===== src/common/slrx_defines.vh =====
// register offsets, field positions, reset values and timing for the receiver setup bank
// assumes a 15-bit register address carried by the serial control port
`ifndef SLRX_DEFINES_VH
`define SLRX_DEFINES_VH

// ============================================================
// serial control port framing
`define SLRX_ADDR_W          15
`define SLRX_INSTR_BITS      5'h10
`define SLRX_FRAME_BITS      5'h18

// ============================================================
// datapath step
`define SLRX_SAMPLE_FORMAT   15'h0110
`define SLRX_INTERP_SELECT   15'h0112
`define SLRX_FMT_BIT         7

// ============================================================
// physical layer and power
`define SLRX_IFACE_POWER     15'h0200
`define SLRX_UNUSED_LANES    15'h0201
`define SLRX_RECOVERY_RESET  15'h0206
`define SLRX_RECOVERY_CFG    15'h0230
`define SLRX_EQUALIZER       15'h0268
`define SLRX_PLL_ENABLE      15'h0280
`define SLRX_PLL_STATUS      15'h0281
`define SLRX_PLL_FILTER_A    15'h0284
`define SLRX_PLL_FILTER_B    15'h0285
`define SLRX_PLL_FILTER_C    15'h0286
`define SLRX_PLL_PUMP_A      15'h0287
`define SLRX_PLL_DIVIDER     15'h0289
`define SLRX_PLL_VCO_LDO     15'h028A
`define SLRX_PLL_CONFIG_A    15'h028B
`define SLRX_PLL_VARACTOR_A  15'h0290
`define SLRX_PLL_PUMP_B      15'h0294
`define SLRX_PLL_VCO_A       15'h0296
`define SLRX_PLL_VCO_B       15'h0297
`define SLRX_PLL_CONFIG_B    15'h0299
`define SLRX_PLL_VARACTOR_B  15'h029A
`define SLRX_PLL_PUMP_C      15'h029C
`define SLRX_PLL_VARACTOR_C  15'h029F
`define SLRX_PLL_VARACTOR_D  15'h02A0
`define SLRX_AUTOTUNE_A      15'h02A7
`define SLRX_TERM_A_LOW      15'h02AA
`define SLRX_TERM_A_HIGH     15'h02AB
`define SLRX_AUTOTUNE_B      15'h02AE
`define SLRX_TERM_B_LOW      15'h02B1
`define SLRX_TERM_B_HIGH     15'h02B2
`define SLRX_LINK_CONTROL    15'h0300
`define SLRX_PORT_CONFIG     15'h0314

// ============================================================
// per-link transport registers
`define SLRX_DEVICE_ID       15'h0450
`define SLRX_BANK_ID         15'h0451
`define SLRX_LANE_ID         15'h0452
`define SLRX_LANE_COUNT      15'h0453
`define SLRX_OCTETS          15'h0454
`define SLRX_FRAMES          15'h0455
`define SLRX_CONVERTERS      15'h0456
`define SLRX_RESOLUTION      15'h0457
`define SLRX_SAMPLE_BITS     15'h0458
`define SLRX_VERSION         15'h0459
`define SLRX_DENSITY         15'h045A
`define SLRX_LANE_SUM        15'h045D
`define SLRX_LANE_DESKEW     15'h046C
`define SLRX_FRAME_OCTETS    15'h0476
`define SLRX_LANE_ENABLE     15'h047D

// ============================================================
// field positions
`define SLRX_LSB_BIT         0
`define SLRX_OVERSAMPLE_SEL_BIT       1
`define SLRX_PAGE_BIT        2
`define SLRX_DUAL_BIT        3
`define SLRX_HALF_BIT        5
`define SLRX_SUM_BIT         6
`define SLRX_DIV_RANGE       1:0
`define SLRX_EQ_RANGE        7:6
`define SLRX_VER_RANGE       7:5
`define SLRX_VER_B           3'h1

// ============================================================
// reset values and fixed values
`define SLRX_RST_ZERO        8'h00
`define SLRX_RST_RECOVERY    8'h08
`define SLRX_RST_DIVIDER     8'h04
`define SLRX_RST_EQUALIZER   8'h22
`define SLRX_RST_CDR         8'h01
`define SLRX_POWER_ON_VALUE  8'h00

// ============================================================
// timing: time from pll enable to lock report
`define SLRX_CLK_MHZ         25
`define SLRX_LOCK_NS         20000
`define SLRX_LOCK_CYCLES     ((`SLRX_LOCK_NS * `SLRX_CLK_MHZ) / 1000)

`endif


===== src/core/slrx_setup_regs.v =====
// receiver setup register bank: datapath, transport and physical layer steps,
// reached over a four-wire serial control port sampled by ref_clk
// assumes sclk runs at most a quarter of ref_clk and all pins are synchronous
//
// How it works
// - format bit 7 picks two's complement or unsigned
// - interpolation register holds selected interpolation setting
// - link parameter fields store value minus one
// - version field one means B, zero A
// - writing zero to power register powers interface
// - recovery reset zero holds, one releases recovery
// - recovery config bit5 half rate, bit1 oversample
// - divider bit2 set, bits1:0 pll division
// - writing one to pll enable starts pll
// - equalizer bits7:6 mode, low bits default 0x22
// - deskew and enable registers hold per-lane masks
// - link control bits pick checksum, dual, page
// - pll status bit0 reads one once locked
`include "slrx_defines.vh"

module slrx_setup_regs #(
   parameter LOCK_CYCLES = `SLRX_LOCK_CYCLES,
   parameter NCOM        = 32,
   parameter NLNK        = 15
) (
   input  wire       ref_clk,
   input  wire       rstn,
   input  wire       cs_n,
   input  wire       sclk,
   input  wire       sdi,
   output wire       sdo,
   output wire       sdo_oe,
   output wire       sample_format_sel,
   output wire [7:0] interpolation_sel,
   output wire       serial_iface_on,
   output wire [7:0] idle_lane_mask,
   output wire       recovery_hold,
   output wire       half_rate_sel,
   output wire       oversample_sel,
   output wire [1:0] serial_pll_ratio,
   output wire       serial_pll_run,
   output wire       serial_pll_locked,
   output wire [1:0] equalizer_sel,
   output wire       sum_method_sel,
   output wire       two_link_sel,
   output wire       link_page_sel,
   output wire [7:0] link0_lane_enable,
   output wire [7:0] link1_lane_enable,
   output wire [7:0] link0_lane_deskew,
   output wire [7:0] link1_lane_deskew,
   output wire       link0_version_b,
   output wire       link1_version_b
);

   // ============================================================
   // register tables
   // offset of each shared register, by index
   function [14:0] com_addr;
      input integer i;
      begin
         case (i)
            0:  com_addr = `SLRX_SAMPLE_FORMAT;
            1:  com_addr = `SLRX_INTERP_SELECT;
            2:  com_addr = `SLRX_IFACE_POWER;
            3:  com_addr = `SLRX_UNUSED_LANES;
            4:  com_addr = `SLRX_RECOVERY_RESET;
            5:  com_addr = `SLRX_RECOVERY_CFG;
            6:  com_addr = `SLRX_EQUALIZER;
            7:  com_addr = `SLRX_PLL_ENABLE;
            8:  com_addr = `SLRX_PLL_FILTER_A;
            9:  com_addr = `SLRX_PLL_FILTER_B;
            10: com_addr = `SLRX_PLL_FILTER_C;
            11: com_addr = `SLRX_PLL_PUMP_A;
            12: com_addr = `SLRX_PLL_DIVIDER;
            13: com_addr = `SLRX_PLL_VCO_LDO;
            14: com_addr = `SLRX_PLL_CONFIG_A;
            15: com_addr = `SLRX_PLL_VARACTOR_A;
            16: com_addr = `SLRX_PLL_PUMP_B;
            17: com_addr = `SLRX_PLL_VCO_A;
            18: com_addr = `SLRX_PLL_VCO_B;
            19: com_addr = `SLRX_PLL_CONFIG_B;
            20: com_addr = `SLRX_PLL_VARACTOR_B;
            21: com_addr = `SLRX_PLL_PUMP_C;
            22: com_addr = `SLRX_PLL_VARACTOR_C;
            23: com_addr = `SLRX_PLL_VARACTOR_D;
            24: com_addr = `SLRX_AUTOTUNE_A;
            25: com_addr = `SLRX_TERM_A_LOW;
            26: com_addr = `SLRX_TERM_A_HIGH;
            27: com_addr = `SLRX_AUTOTUNE_B;
            28: com_addr = `SLRX_TERM_B_LOW;
            29: com_addr = `SLRX_TERM_B_HIGH;
            30: com_addr = `SLRX_LINK_CONTROL;
            31: com_addr = `SLRX_PORT_CONFIG;
            default: com_addr = `SLRX_PLL_STATUS;
         endcase
      end
   endfunction

   // reset value of each shared register; the fixed fields start at their required values
   function [7:0] com_rst;
      input [14:0] a;
      begin
         case (a)
            `SLRX_RECOVERY_RESET: com_rst = `SLRX_RST_CDR;
            `SLRX_RECOVERY_CFG:   com_rst = `SLRX_RST_RECOVERY;
            `SLRX_PLL_DIVIDER:    com_rst = `SLRX_RST_DIVIDER;
            `SLRX_EQUALIZER:      com_rst = `SLRX_RST_EQUALIZER;
            default:              com_rst = `SLRX_RST_ZERO;
         endcase
      end
   endfunction

   // offset of each per-link register, by index within one link page
   function [14:0] lnk_addr;
      input integer i;
      begin
         case (i)
            0:  lnk_addr = `SLRX_DEVICE_ID;
            1:  lnk_addr = `SLRX_BANK_ID;
            2:  lnk_addr = `SLRX_LANE_ID;
            3:  lnk_addr = `SLRX_LANE_COUNT;
            4:  lnk_addr = `SLRX_OCTETS;
            5:  lnk_addr = `SLRX_FRAMES;
            6:  lnk_addr = `SLRX_CONVERTERS;
            7:  lnk_addr = `SLRX_RESOLUTION;
            8:  lnk_addr = `SLRX_SAMPLE_BITS;
            9:  lnk_addr = `SLRX_VERSION;
            10: lnk_addr = `SLRX_DENSITY;
            11: lnk_addr = `SLRX_LANE_SUM;
            12: lnk_addr = `SLRX_LANE_DESKEW;
            13: lnk_addr = `SLRX_FRAME_OCTETS;
            14: lnk_addr = `SLRX_LANE_ENABLE;
            default: lnk_addr = `SLRX_PLL_STATUS;
         endcase
      end
   endfunction

   // ============================================================
   // serial control port
   // frame: r/w bit (1 = read), 15 address bits, 8 data bits, msb first
   reg        sclk_q_r;
   reg [4:0]  bit_cnt_r;
   reg [22:0] shift_r;
   reg        read_r;
   reg [14:0] addr_r;
   reg [7:0]  rd_shift_r;
   reg        sdo_r;
   reg        sdo_oe_r;
   reg        wr_stb_r;
   reg [7:0]  wr_data_r;
   reg [7:0]  rd_data;

   wire sclk_rise = sclk & ~sclk_q_r;
   wire sclk_fall = ~sclk & sclk_q_r;
   wire [4:0] bit_cnt_inc = bit_cnt_r + 5'h01;

   // shift in on rising sclk; read data goes out on falling sclk so it is
   // stable a half sclk period before the host samples it
   always @(posedge ref_clk) begin
      if (!rstn) begin
         sclk_q_r   <= 1'b0;
         bit_cnt_r  <= 5'h00;
         shift_r    <= 23'h000000;
         read_r     <= 1'b0;
         addr_r     <= 15'h0000;
         rd_shift_r <= 8'h00;
         sdo_r      <= 1'b0;
         sdo_oe_r   <= 1'b0;
         wr_stb_r   <= 1'b0;
         wr_data_r  <= 8'h00;
      end else begin
         sclk_q_r <= sclk;
         wr_stb_r <= 1'b0;
         if (cs_n) begin
            bit_cnt_r <= 5'h00;
            sdo_oe_r  <= 1'b0;
         end else if (sclk_rise && bit_cnt_r != `SLRX_FRAME_BITS) begin
            shift_r   <= {shift_r[21:0], sdi};
            bit_cnt_r <= bit_cnt_inc;
            if (bit_cnt_inc == `SLRX_INSTR_BITS) begin
               read_r <= shift_r[14];
               addr_r <= {shift_r[13:0], sdi};
            end
            // bits after the data byte are ignored; one byte per frame
            if (bit_cnt_inc == `SLRX_FRAME_BITS && !read_r) begin
               wr_stb_r  <= 1'b1;
               wr_data_r <= {shift_r[6:0], sdi};
            end
         end else if (sclk_fall && read_r && bit_cnt_r >= `SLRX_INSTR_BITS
                      && bit_cnt_r != `SLRX_FRAME_BITS) begin
            sdo_oe_r <= 1'b1;
            if (bit_cnt_r == `SLRX_INSTR_BITS) begin
               sdo_r      <= rd_data[7];
               rd_shift_r <= {rd_data[6:0], 1'b0};
            end else begin
               sdo_r      <= rd_shift_r[7];
               rd_shift_r <= {rd_shift_r[6:0], 1'b0};
            end
         end
      end
   end

   // ============================================================
   // register storage
   reg  [7:0] com_r [0:NCOM-1];
   reg  [7:0] lnk_r [0:2*NLNK-1];
   reg        locked_r;
   wire       page = com_r[30][`SLRX_PAGE_BIT];

   // one process per entry; link registers are paged so each link keeps its own set
   genvar gi;
   generate
      for (gi = 0; gi < NCOM; gi = gi + 1) begin : g_com
         always @(posedge ref_clk) begin
            if (!rstn)
               com_r[gi] <= com_rst(com_addr(gi));
            else if (wr_stb_r && addr_r == com_addr(gi))
               com_r[gi] <= wr_data_r;
         end
      end
      for (gi = 0; gi < 2 * NLNK; gi = gi + 1) begin : g_lnk
         always @(posedge ref_clk) begin
            if (!rstn)
               lnk_r[gi] <= `SLRX_RST_ZERO;
            else if (wr_stb_r && addr_r == lnk_addr(gi % NLNK)
                     && page == (gi >= NLNK))
               lnk_r[gi] <= wr_data_r;
         end
      end
   endgenerate

   // read mux: unmapped offsets read as zero, status is read only
   integer ri;
   always @* begin
      rd_data = 8'h00;
      for (ri = 0; ri < NCOM; ri = ri + 1) begin
         if (addr_r == com_addr(ri))
            rd_data = com_r[ri];
      end
      for (ri = 0; ri < NLNK; ri = ri + 1) begin
         if (addr_r == lnk_addr(ri))
            rd_data = page ? lnk_r[ri + NLNK] : lnk_r[ri];
      end
      if (addr_r == `SLRX_PLL_STATUS)
         rd_data = {7'h00, locked_r};
   end

   // ============================================================
   // serial pll lock model
   // lock is reported a fixed time after enable while recovery is released;
   // dropping the enable or re-entering recovery reset clears it at once
   reg [15:0] lock_cnt_r;
   wire       pll_go = com_r[7][`SLRX_LSB_BIT] & com_r[4][`SLRX_LSB_BIT];
   always @(posedge ref_clk) begin
      if (!rstn) begin
         lock_cnt_r <= 16'h0000;
         locked_r   <= 1'b0;
      end else if (!pll_go) begin
         lock_cnt_r <= 16'h0000;
         locked_r   <= 1'b0;
      end else if (lock_cnt_r == LOCK_CYCLES[15:0] - 16'h0001) begin
         locked_r   <= 1'b1;
      end else begin
         lock_cnt_r <= lock_cnt_r + 16'h0001;
      end
   end

   // ============================================================
   // decoded controls, held in flops so every output is registered
   reg pwr_on_r;
   reg cdr_hold_r;
   reg ver_b0_r;
   reg ver_b1_r;
   always @(posedge ref_clk) begin
      if (!rstn) begin
         pwr_on_r   <= 1'b0;
         cdr_hold_r <= 1'b0;
         ver_b0_r   <= 1'b0;
         ver_b1_r   <= 1'b0;
      end else begin
         pwr_on_r   <= (com_r[2] == `SLRX_POWER_ON_VALUE);
         cdr_hold_r <= ~com_r[4][`SLRX_LSB_BIT];
         ver_b0_r   <= (lnk_r[9][`SLRX_VER_RANGE] == `SLRX_VER_B);
         ver_b1_r   <= (lnk_r[9 + NLNK][`SLRX_VER_RANGE] == `SLRX_VER_B);
      end
   end

   // ============================================================
   // outputs
   assign sdo               = sdo_r;
   assign sdo_oe            = sdo_oe_r;
   assign sample_format_sel = com_r[0][`SLRX_FMT_BIT];
   assign interpolation_sel = com_r[1];
   assign serial_iface_on   = pwr_on_r;
   assign idle_lane_mask    = com_r[3];
   assign recovery_hold     = cdr_hold_r;
   assign half_rate_sel     = com_r[5][`SLRX_HALF_BIT];
   assign oversample_sel    = com_r[5][`SLRX_OVERSAMPLE_SEL_BIT];
   assign serial_pll_ratio  = com_r[12][`SLRX_DIV_RANGE];
   assign serial_pll_run    = com_r[7][`SLRX_LSB_BIT];
   assign serial_pll_locked = locked_r;
   assign equalizer_sel     = com_r[6][`SLRX_EQ_RANGE];
   assign sum_method_sel    = com_r[30][`SLRX_SUM_BIT];
   assign two_link_sel      = com_r[30][`SLRX_DUAL_BIT];
   assign link_page_sel     = page;
   assign link0_lane_enable = lnk_r[14];
   assign link1_lane_enable = lnk_r[14 + NLNK];
   assign link0_lane_deskew = lnk_r[12];
   assign link1_lane_deskew = lnk_r[12 + NLNK];
   assign link0_version_b   = ver_b0_r;
   assign link1_version_b   = ver_b1_r;

endmodule // slrx_setup_regs


===== config.mk =====
export PLATFORM = sky130hd
export DESIGN_NAME = slrx_setup_regs
export DESIGN_NICKNAME = d
export VERILOG_FILES = /design/src/core/slrx_setup_regs.v
export VERILOG_INCLUDE_DIRS = /design/src /design/src/common
export SDC_FILE = /design/constraint.sdc
export NUM_CORES = 1
export LEC_CHECK = 0
export ABC_CLOCK_PERIOD_IN_PS = 3150
export BUFFER_PORTS_ARGS = -buffer_cell sky130_fd_sc_hd__buf_2
export CAP_MARGIN = 20
export CORE_MARGIN = 5
export CORE_UTILIZATION = 30
export DETAILED_ROUTE_END_ITERATION = 10
export PLACE_DENSITY_LB_ADDON = 0.12
export REMOVE_ABC_BUFFERS = 1
export SYNTH_ARGS = -nofsm -noshare
export SYNTH_HDL_FRONTEND = slang
export SYNTH_SLANG_ARGS = --single-unit

===== constraint.sdc =====
create_clock -name ref_clk -period 3.15 [get_ports ref_clk]
set_input_delay 0.1575 -clock ref_clk [delete_from_list [all_inputs] [get_ports ref_clk]]
set_output_delay 0.1575 -clock ref_clk [all_outputs]
set_load 0.02 [all_outputs]

==> impl_summary.txt, run 1 <==
----------------------------------------------------
[Power and ir drop]
  PnR Total Power ... 17.0 mW
  Pwr/cell area ... between 400 and 500 nW/µm²
  Largest voltage drop on the vdd net ... around 0.3 mV
  Leakage component of the power ... ~13 nW

[Yosys]
  Adder and majority cell fraction of the synthesized area ... 0.180%
  Async set or reset register ratio after synthesis ... 0%
  Compound-gate portion of the synthesized area ... 9.71%
  Area fraction of the dominant cell type after synthesis ... 53.5%
  Synth unique cells ... 94
  Top cells by area, synth ... edfxtp_1, dfxtp_1, nor2_1
  Portion of the post-synthesis area used by sequential elements ... 59.0%
  Mean area per synthesized cell ... 11.1 µm²
  Ys flop type ... edfxtp_1
  Xor/xnor share of the synthesized area ... 0.629%
  Commonest cells in the synthesized netlist ... edfxtp_1, nor2_1, and3_1, clkbuf_1, nand2_1
  Post-synthesis cell count ... between 2000 and 3000
  Area of the mapped netlist ... between 20000 and 30000 µm²
  Cell taking the most area after synthesis ... edfxtp_1
  Most frequent cell after synthesis ... edfxtp_1
  Share of synthesized area spent on multiplexers ... under 10%
  Number of warnings printed during yosys synthesis ... 0
  Post-synthesis simple-gate area fraction ... between 20% and 30%
  Combinational family with the most area after synthesis ... simple AND/OR/NAND/NOR gates
  Number of enable-type register cells in the synthesized netlist ... 496
  Synthesis-stage register bit count ... ~570

[Timing]
  Endpoints failing setup ... 0
  Tmin final ... 3.08 ns
  Number of hold violations in the final report ... 0
  Unrepaired setup endpoints after global routing ... no
  Max Clock Freq ... 0.324 GHz
  Count of final max-slew check failures ... 0
  Final worst-path cycle share ... 97.9%
  Layout Skew ... about 0.031 ns
  Max-Slew Margin vs Limit ... 35.3%
  Worst-Margin Slew ... around 0.97 ns

[Layout]
  Post-layout nets ... 2822
  Area used by multi-input combinational logic ... 10400 µm²
  Reg area ... 16400 µm²
  Number of standard cells in the final layout excluding fillers ... 4111
  Layout overhead on the synthesized area ... 23.6%
  Layout fillers ... ~9200
  Share of cells above drive strength 1 ... between 20% and 30%

[Placed design]
  Placed wire-length estimate ... 83.7 mm
  Number of placed instances, taps included ... 3972
  Port buffer count ... 70
  Global placer's final weighted congestion ... 0.928

[Job]
  Maximum Capacitance Violations ... 0

[Global routing]
  Remaining Overflow, GRT ... 0
  Overall global routing resource usage ... 22.7%
  Antenna violations before repair ... 6
  Pin count of the biggest net entering global routing ... 79
  First-pass GRT wire length ... roughly 160 mm
  Number of global-route vias before repair ... 21900

[Worst setup path]
  CP startpoint kind ... register
  CP max FO ... 11
  Critical path endpoint category ... register
  Capture instance of the worst register-to-register path ... rd_shift_r[3]
  Count of cells along the worst register-to-register path ... 13
  Required arrival time at the worst endpoint ... 3.69 ns
  Worst r2r src ... addr_r[14]
  Critical path data arrival time ... 3.62 ns
  Register-to-register path setup slack ... 0.07 ns
  Source of the critical timing path ... addr_r[14]
  CP Capture Point ... rd_shift_r[3]
  Setup Crit Path Kind ... register to register

[Floorplan]
  Count of standard-cell rows ... about 110
  Initial Util ... a little under a third
  Area inside the core boundary ... 91900 µm²
  Horizontal extent of the die ... roughly 310 µm
  Floorplan die height ... 315 µm
  Die Footprint ... 99000 µm²
  Number of top-level pins ... 71

[Clock network]
  Count of clock tree sinks ... 572
  Clock transition at the registers of the reported paths ... 0.06 ns
  TritonCTS buffer count ... 68
  Number of buffers between clock root and the deepest sink ... 3
  Deepest level of the CTS H-tree ... 3
  Source-to-sink clock delay at the later pin of the worst-skew pair ... 0.63 ns
  CTS tree ... built
  Buffer cell driving the clock tree root ... clkbuf_16

[Drt]
  Post-detailed-route count of antenna-violating nets ... 0
  Vias per cell ... 5.37
  Detail-routed net length per standard cell ... 28.0 µm
  Via count of the routed design ... ~22000
  Number of DRC markers after the initial detailed-route iteration ... about 2100
  Final wirelength ... ~120 mm
  Post-route DRC ... 0
  Count of TritonRoute iterations in the first routing pass ... 6

[Run status]
  Status ... complete, no violations

[Worst hold path]
  Hold path startpoint ... cs_n
  Type of the tightest min-delay check ... input pin to register

----------------------------------------------------
==> how the worst min path moves through the flow <==
stage	to	slack [ns]	cells past startpoint
floorplan	sclk_q_r	0.28	1
global placement	sclk_q_r	0.39	2
detailed placement	sclk_q_r	0.40	2
CTS	bit_cnt_r[0]	0.02	3
global route	addr_r[2]	0.06	3
finish	bit_cnt_r[0]	0.02	3
==> power by group <==
group,switching [mW],leakage [nW],internal (mW),total [mW]
Combinational,0.418,6.20,0.216,0.634
Clock,3.22,1.04,4.41,7.63
Sequential,0.155,5.31,8.54,8.69
Total,3.79,12.6,13.2,17.0
==> repair_timing <==
action                                 4_1_cts  5_1_grt
endpoints found under the hold margin        5        0
setup endpoints to repair                    8        8
buffers inserted                             4        8
resized for setup                           27       48
pin swaps                                    5       13
gates cloned                                 0        1
hold buffers                                 2        0
==> cell usage in the layout (no fill, tap or decap), drive strengths merged, types with 24 or more instances in the layout <==
cell type and count:
o21ai 134, mux2 47, edfxtp 496, nor4 47, buf 499, a22oi 24
clkbuf 99, nand3 58, nand2 147, and2 63, and3 174, nor3 37
nor2 405, nand4 38, dfxtp 76, mux2i 100, a21oi 65
==> sequential cells by signal (all words and copies together) (netlist names), 5 cells and up <==
name        flops
com_r         256
lnk_r         240
lock_cnt_r     16
addr_r         15
shift_r        15
wr_data_r       8
rd_shift_r      7
bit_cnt_r       5
==> critical path: stages (launching register included) <==
cell and delay (ns):
dfxtp_1 0.31, buf_4 0.14, nor4_4 0.26, buf_4 0.22, buf_4 0.21, nand3_1 0.24, nor3_2 0.32, buf_4 0.18
buf_4 0.14, a22oi_1 0.06, and3_1 0.19, a211o_1 0.36, a31o_1 0.24, a21oi_1 0.12
==> routing by layer <==
metal	track usage, %	share of wire [%]	vias up
met5	0	0	-
met1	31.4	43	11200
met2	37.8	47	825
li1	-	-	9885
met3	2.94	6.3	175
met4	5.90	2.9	0
==> stage by stage <==
stage / setup slack [ns] / cell area, µm² / util (%) / TNS, ns / hold slack (ns)
3_3_place_gp: -0.839 / 31800 / 34.6 / -1.71 / 0.391
2_1_floorplan: -2.83 / 26500 / - / -1554.87 / 0.279
5_1_grt: 0.00221 / 34400 / 37.4 / 0 / 0.0566
4_1_cts: 0.00132 / 34100 / 37.1 / 0 / 0.0175
6_report: 0.0674 / 34400 / 37.4 / 0 / 0.0206
3_5_place_dp: -0.879 / 31800 / 34.6 / -1.78 / 0.401
==> logic make-up (layout without fill, tap and decap cells) <==
family                   after synthesis  in the layout
AND/OR/NAND/NOR                     1075           1075
flip-flops                           572            572
AO/OA/AOI/OAI                        403            403
buffers and inverters                289            646
multiplexers                         147            147
XOR/XNOR                              20             20
adder cells (fa/ha/maj)                4              4
other                                  0              1
==> layout make-up <==
| cell class | instances | share of cell area [%] |
|---|---|---|
| clock buffer | 97 | 5.56 |
| antenna | 1 | 0.00727 |
| timing repair buffer | 503 | 11.1 |
| sequential | 572 | 47.7 |
| multi-input combinational | 1649 | 30.3 |
| inverter | 19 | 0.207 |
| tap | 1243 | 4.52 |
| clock inverter | 27 | 0.607 |
Note: power is estimated with default switching activity, not from simulation.
==> run 2: changes to the inputs <==
--- a/config.mk
+++ b/config.mk
@@ -12,6 +12,7 @@
 export CORE_MARGIN = 5
 export CORE_UTILIZATION = 30
 export DETAILED_ROUTE_END_ITERATION = 10
+export GPL_TIMING_DRIVEN = 0
 export PLACE_DENSITY_LB_ADDON = 0.12
 export REMOVE_ABC_BUFFERS = 1
 export SYNTH_ARGS = -nofsm -noshare
==> run 2 against run 1 <==
The flow now finishes with violations (negative setup slack). Non-clock buffer count fell by 173. Sequential share of layout area decreased by 0.33 points. Utilization grew 0.36 points. Largest power group unchanged. Power is 2.7% higher. Critical endpoint is now rd_shift_r[1]. First-iteration DRC count up 15%.
==> impl_summary.txt, run 2 (same netlist as run 1, synthesis figures left out) <==
----------------------------------------------------
[Run status]
  Status ... finished with violations
  Violated checks ... negative setup slack

[Drt]
  Detail-routed net length per standard cell ... 28.2 µm
  Count of TritonRoute iterations in the first routing pass ... 6
  Final wirelength ... approximately 110 mm
  Number of DRC markers after the initial detailed-route iteration ... 2403
  Post-detailed-route count of antenna-violating nets ... 0
  Vias per cell ... 5.54
  Via count of the routed design ... ~22000
  Post-route DRC ... 0

[Power and ir drop]
  Leakage component of the power ... 12.2 nW
  Largest voltage drop on the vdd net ... 0.337 mV
  Pwr/cell area ... between 500 and 600 nW/µm²
  PnR Total Power ... 17.4 mW

[Timing]
  Final worst-path cycle share ... 106%
  Endpoints failing setup ... 18
  Count of final max-slew check failures ... 0
  Unrepaired setup endpoints after global routing ... yes
  Max-Slew Margin vs Limit ... 26.6%
  Max Clock Freq ... 0.301 GHz
  Tmin final ... 3.32 ns
  Worst Hold Margin ... between 0.1 and 0.15 ns
  PnR worst setup slack ... -0.174 ns
  Number of hold violations in the final report ... 0
  Layout Skew ... between 0.02 and 0.025 ns
  Worst-Margin Slew ... 1.09 ns
  Setup Total Neg Slack ... -0.886 ns

[Worst setup path]
  CP max FO ... 14
  Required arrival time at the worst endpoint ... 3.67 ns
  Delay of the slowest critical-path stage ... 0.52 ns
  Most prevalent standard cell on the critical path ... buf_16
  Setup Crit Path Kind ... register to register
  Slowest cell on the critical path ... nor4b_4
  Critical path data arrival time ... about 3.9 ns
  Number of buffers and inverters on the critical path ... 4
  CP startpoint kind ... register
  Category of cells accounting for the largest share of critical-path delay ... compound AO/OA/AOI/OAI gates
  Worst path cell trace ... clkbuf_16 -> buf_16 -> buf_16 -> buf_16 -> mux2i_4 -> a211oi_4 -> o21ai_4 -> nor4b_4 -> o211ai_1 -> a211oi_1
  Critical path endpoint category ... register

[Global routing]
  Met1 routing resource usage after global routing ... 29.7%
  Overall global routing resource usage ... 21.9%
  GRT busiest layer ... met2
  First-pass GRT wire length ... approximately 160 mm
  Remaining Overflow, GRT ... 0
  Antenna violations before repair ... 1
  Grt met2 use ... 35.7%
  Pin count of the biggest net entering global routing ... 67
  Number of global-route vias before repair ... 21500
  Met3 Track Usage GR ... 3.65%

[Clock network]
  TritonCTS buffer count ... 68
  CTS tree ... built
  Count of clock tree sinks ... 572
  Buffer cell driving the clock tree root ... clkbuf_16
  Number of buffers between clock root and the deepest sink ... 3
  Deepest level of the CTS H-tree ... 3
  Clock transition at the registers of the reported paths ... 0.06 ns
  Source-to-sink clock delay at the later pin of the worst-skew pair ... about 0.62 ns

[Floorplan]
  Horizontal extent of the die ... around 310 µm
  Die Footprint ... 99000 µm²
  Initial Util ... about 30%
  Area inside the core boundary ... 91900 µm²
  Floorplan die height ... ~310 µm
  Number of top-level pins ... 71
  Count of standard-cell rows ... 111

[Layout]
  Register with the most flip-flops ... com_r
  Most common cell after layout, fill and taps aside ... edfxtp_1
  Most frequent cells in the layout ... edfxtp_1, nor2_1, and3_1
  Post-layout nets ... 2654
  Number of standard cells in the final layout excluding fillers ... 3941
  Antenna cell count ... 0
  Layout overhead on the synthesized area ... 24.8%
  Share of cells above drive strength 1 ... between 20% and 30%
  Layout Cell Area excl Fill ... 34800 µm²
  Flip-flop count of the largest register after layout ... 256
  Registers with the most flip-flops ... com_r x256, lnk_r x240, lock_cnt_r x16
  Final design utilization ... 37.8%

[Placed design]
  Port buffer count ... 70
  Worst setup slack before clock tree synthesis ... -2.22 ns
  Placed wire-length estimate ... 73.9 mm
  Global placer's final weighted congestion ... 0.876
  Placement Cell Area ... roughly 30000 µm²
  Number of placed instances, taps included ... around 3700

[Job]
  Maximum Capacitance Violations ... 0

[Worst hold path]
  Type of the tightest min-delay check ... input pin to register

----------------------------------------------------
run 2: path summary, 6_finish.rpt:
kind,slack [ns],end,cells past startpoint,from
min reg2reg,0.44,link0_version_b,1,lnk_r[0][79]
max,-0.17,rd_shift_r[1],10,com_r[1][114]
min,0.13,com_r[0][55],2,rstn
max reg2reg,-0.17,rd_shift_r[1],10,com_r[1][114]
run 2: routing by layer:
metal  up-vias  wire length, µm
li1       9592                -
met1     11200            48100
met5         -                0
met2       881            52000
met4         0             3990
met3       194             7270
run 2: timing repair:
action,in CTS,in global routing
endpoints found under the setup margin,872,72
hold buffers,4,0
cloned,6,4
hold endpoints to repair,11,0
setup buffers,107,42
pin swaps,60,34
resized for setup,221,69
run 2: cell type report:
type                    count  area (µm²)
fillers                  9044       57200
flip-flops and latches    572       16500
multi-input cells        1654       11400
repair buffers            330        3050
clock buffers              95        1930
well taps                1243        1560
clock inverters            28         337
inverters                  19        71.3
run 2: power breakdown:
group / total (mW) / switching (mW) / leakage, nW / internal (mW)
Combinational: 0.635 / 0.414 / 5.73 / 0.221
Clock: 8.12 / 3.26 / 1.10 / 4.86
Sequential: 8.66 / 0.129 / 5.32 / 8.53
==> run 3: changes to the inputs <==
--- a/config.mk
+++ b/config.mk
@@ -9,6 +9,8 @@
 export ABC_CLOCK_PERIOD_IN_PS = 3150
 export BUFFER_PORTS_ARGS = -buffer_cell sky130_fd_sc_hd__buf_2
 export CAP_MARGIN = 20
+export CELL_PAD_IN_SITES_DETAIL_PLACEMENT = 1
+export CELL_PAD_IN_SITES_GLOBAL_PLACEMENT = 2
 export CORE_MARGIN = 5
 export CORE_UTILIZATION = 30
 export DETAILED_ROUTE_END_ITERATION = 10
==> run 3 against run 2 <==
Largest cell class unchanged. Combinational power about the same. Global-route usage up 1.8 points. Via count up 1.5%. The run still ends with negative setup slack left. Fmax up 2.1%. Highest routed layer is now met5. Critical endpoint is now rd_shift_r[4]. Utilization up 0.52 points. Cell count up 1.2%.
==> impl_summary.txt, run 3 (same netlist as run 1, synthesis figures left out) <==
----------------------------------------------------
[Run status]
  Status ... finished with violations
  Violated checks ... negative setup slack

[Drt]
  Vias per cell ... 5.55
  Count of TritonRoute iterations in the first routing pass ... 5
  Number of DRC markers after the initial detailed-route iteration ... ~1900
  Post-route DRC ... 0
  Final wirelength ... 121 mm
  Detail-routed net length per standard cell ... 30.4 µm
  Post-detailed-route count of antenna-violating nets ... 0
  Via count of the routed design ... 22200

[Global routing]
  Pin count of the biggest net entering global routing ... 62
  First-pass GRT wire length ... 171 mm
  Antenna violations before repair ... 4
  Overall global routing resource usage ... roughly a quarter
  Number of global-route vias before repair ... around 23000
  Remaining Overflow, GRT ... 0

[Job]
  Maximum Capacitance Violations ... 0

[Worst hold path]
  Type of the tightest min-delay check ... input pin to register

[Clock network]
  TritonCTS buffer count ... 72
  Source-to-sink clock delay at the later pin of the worst-skew pair ... 0.64 ns
  Number of buffers between clock root and the deepest sink ... 3
  CTS tree ... built
  Buffer cell driving the clock tree root ... clkbuf_16
  Clock transition at the registers of the reported paths ... about 0.06 ns
  Deepest level of the CTS H-tree ... 3
  Count of clock tree sinks ... 572

[Floorplan]
  Horizontal extent of the die ... 315 µm
  Number of top-level pins ... 71
  Area inside the core boundary ... 91900 µm²
  Initial Util ... between 30% and 40%
  Floorplan die height ... about 310 µm
  Die Footprint ... 99000 µm²
  Count of standard-cell rows ... about 110

[Worst setup path]
  CP max FO ... 8
  CP startpoint kind ... register
  Capture instance of the worst register-to-register path ... rd_shift_r[4]
  Delay of the slowest critical-path stage ... about 0.62 ns
  Setup Crit Path Kind ... register to register
  Count of cells along the worst register-to-register path ... 10
  Slowest cell on the critical path ... or4_4
  Required arrival time at the worst endpoint ... 3.63 ns
  Source of the critical timing path ... addr_r[12]
  Critical path endpoint category ... register
  CP Capture Point ... rd_shift_r[4]
  Register-to-register path setup slack ... -0.10 ns
  Critical path data arrival time ... 3.73 ns
  Worst path cell trace ... or4_4 -> buf_6 -> buf_16 -> buf_4 -> nor3_4 -> nand3_2 -> a211oi_4 -> nand4_1 -> o211ai_1 -> a21oi_1
  Worst r2r src ... addr_r[12]

[Timing]
  Endpoints failing setup ... 26
  Layout Skew ... 0.0239 ns
  PnR worst setup slack ... -0.105 ns
  Tmin final ... 3.25 ns
  Final worst-path cycle share ... 103%
  Count of final max-slew check failures ... 0
  Setup Total Neg Slack ... -1.08 ns
  Number of hold violations in the final report ... 0
  Worst-Margin Slew ... ~1.0 ns
  Unrepaired setup endpoints after global routing ... yes
  Max Clock Freq ... about 0.31 GHz
  Max-Slew Margin vs Limit ... 32.4%

[Power and ir drop]
  Pwr/cell area ... roughly 500 nW/µm²
  Leakage component of the power ... 12.5 nW
  Largest voltage drop on the vdd net ... about 0.34 mV

[Layout]
  Reg area ... 16500 µm²
  Layout fillers ... 9865
  Area used by multi-input combinational logic ... 11500 µm²
  Register with the most flip-flops ... com_r
  Layout overhead on the synthesized area ... 26.5%
  Most common cell after layout, fill and taps aside ... edfxtp_1
  Antenna cell count ... 0
  Most frequent cells in the layout ... edfxtp_1, nor2_1, buf_4
  Registers with the most flip-flops ... com_r x256, lnk_r x240, lock_cnt_r x16
  Number of standard cells in the final layout excluding fillers ... 3989
  Flip-flop count of the largest register after layout ... 256
  Share of cells above drive strength 1 ... ~28%
  Post-layout nets ... 2698

[Placed design]
  Port buffer count ... 70
  Placed wire-length estimate ... 80.3 mm
  Global placer's final weighted congestion ... 0.844
  Number of placed instances, taps included ... 3654

----------------------------------------------------
[run 3: changes by cell type in the layout (fill, tap and decap cells not counted), sizes merged]
cell and delta:
or4 +1, clkinv +18, clkinvlp +4, nor3b -1, clkbuf -12, nor3 -1, bufinv -3, inv -1
nor2 +1, nand4 +1, buf +42, dlygate4sd3 -1
[run 3: stage by stage]
step	util (%)	setup WS (ns)	total power, mW	cell area, µm²	hold slack, ns
after global routing	38.3	-0.168	18.0	35200	0.0696
after floorplan	-	-2.83	9.11	26500	0.279
after CTS	37.5	-0.193	17.7	34400	0.0560
final	38.3	-0.105	17.5	35200	0.0936
after detailed placement	32.5	-2.61	9.44	29900	0.406
after global placement	30.9	-9.92	9.39	28500	0.396
[run 3: critical path, delay by kind of cell (launching register included)]
kind	cells	cell delay [ns]
AND/OR/NAND/NOR	4	1.16
AO/OA/AOI/OAI	3	1.08
buffers and inverters	3	0.50
flip-flops	1	0.36
[run 3: final cells by class]
type,count,area share [%]
repair buffers,368,9.51
inverters,19,0.213
repair inverters,1,0.0142
multi-input cells,1655,32.6
flip-flops and latches,572,46.7
clock buffers,86,5.38
clock inverters,45,1.16
well taps,1243,4.41
[run 3: power breakdown]
part	internal, mW	switching [mW]	total, mW
clock	4.67	3.52	8.19
sequential	8.53	0.131	8.66
combinational	0.214	0.423	0.637
total	13.4	4.08	17.5
[run 3: worst min path at each step]
stage | end | slack (ns) | depth (start not counted) | startpoint
floorplan | sclk_q_r | 0.28 | 1 | sclk
global placement | sclk_q_r | 0.40 | 2 | sclk
detailed placement | sclk_q_r | 0.41 | 2 | sclk
CTS | com_r[0][14] | 0.06 | 2 | rstn
global route | com_r[0][14] | 0.07 | 2 | rstn
finish | com_r[0][30] | 0.09 | 2 | rstn
[run 3: per-layer routing]
| metal | track usage, % | part of all wire [%] | vias up |
|---|---|---|---|
| met4 | 8.18 | 4.1 | 4 |
| li1 | - | - | 9662 |
| met1 | 31.6 | 44 | 11600 |
| met3 | 3.12 | 4.7 | 201 |
| met5 | 0 | 0.021 | - |
| met2 | 39.9 | 48 | 659 |
[run 3: timing repair]
action	4_1_cts	5_1_grt
endpoints found under the hold margin	8	0
hold buffers	3	0
pin swaps	63	46
setup buffers	127	67
gates resized for setup	268	69
gates cloned	9	1
setup endpoints to repair	977	102
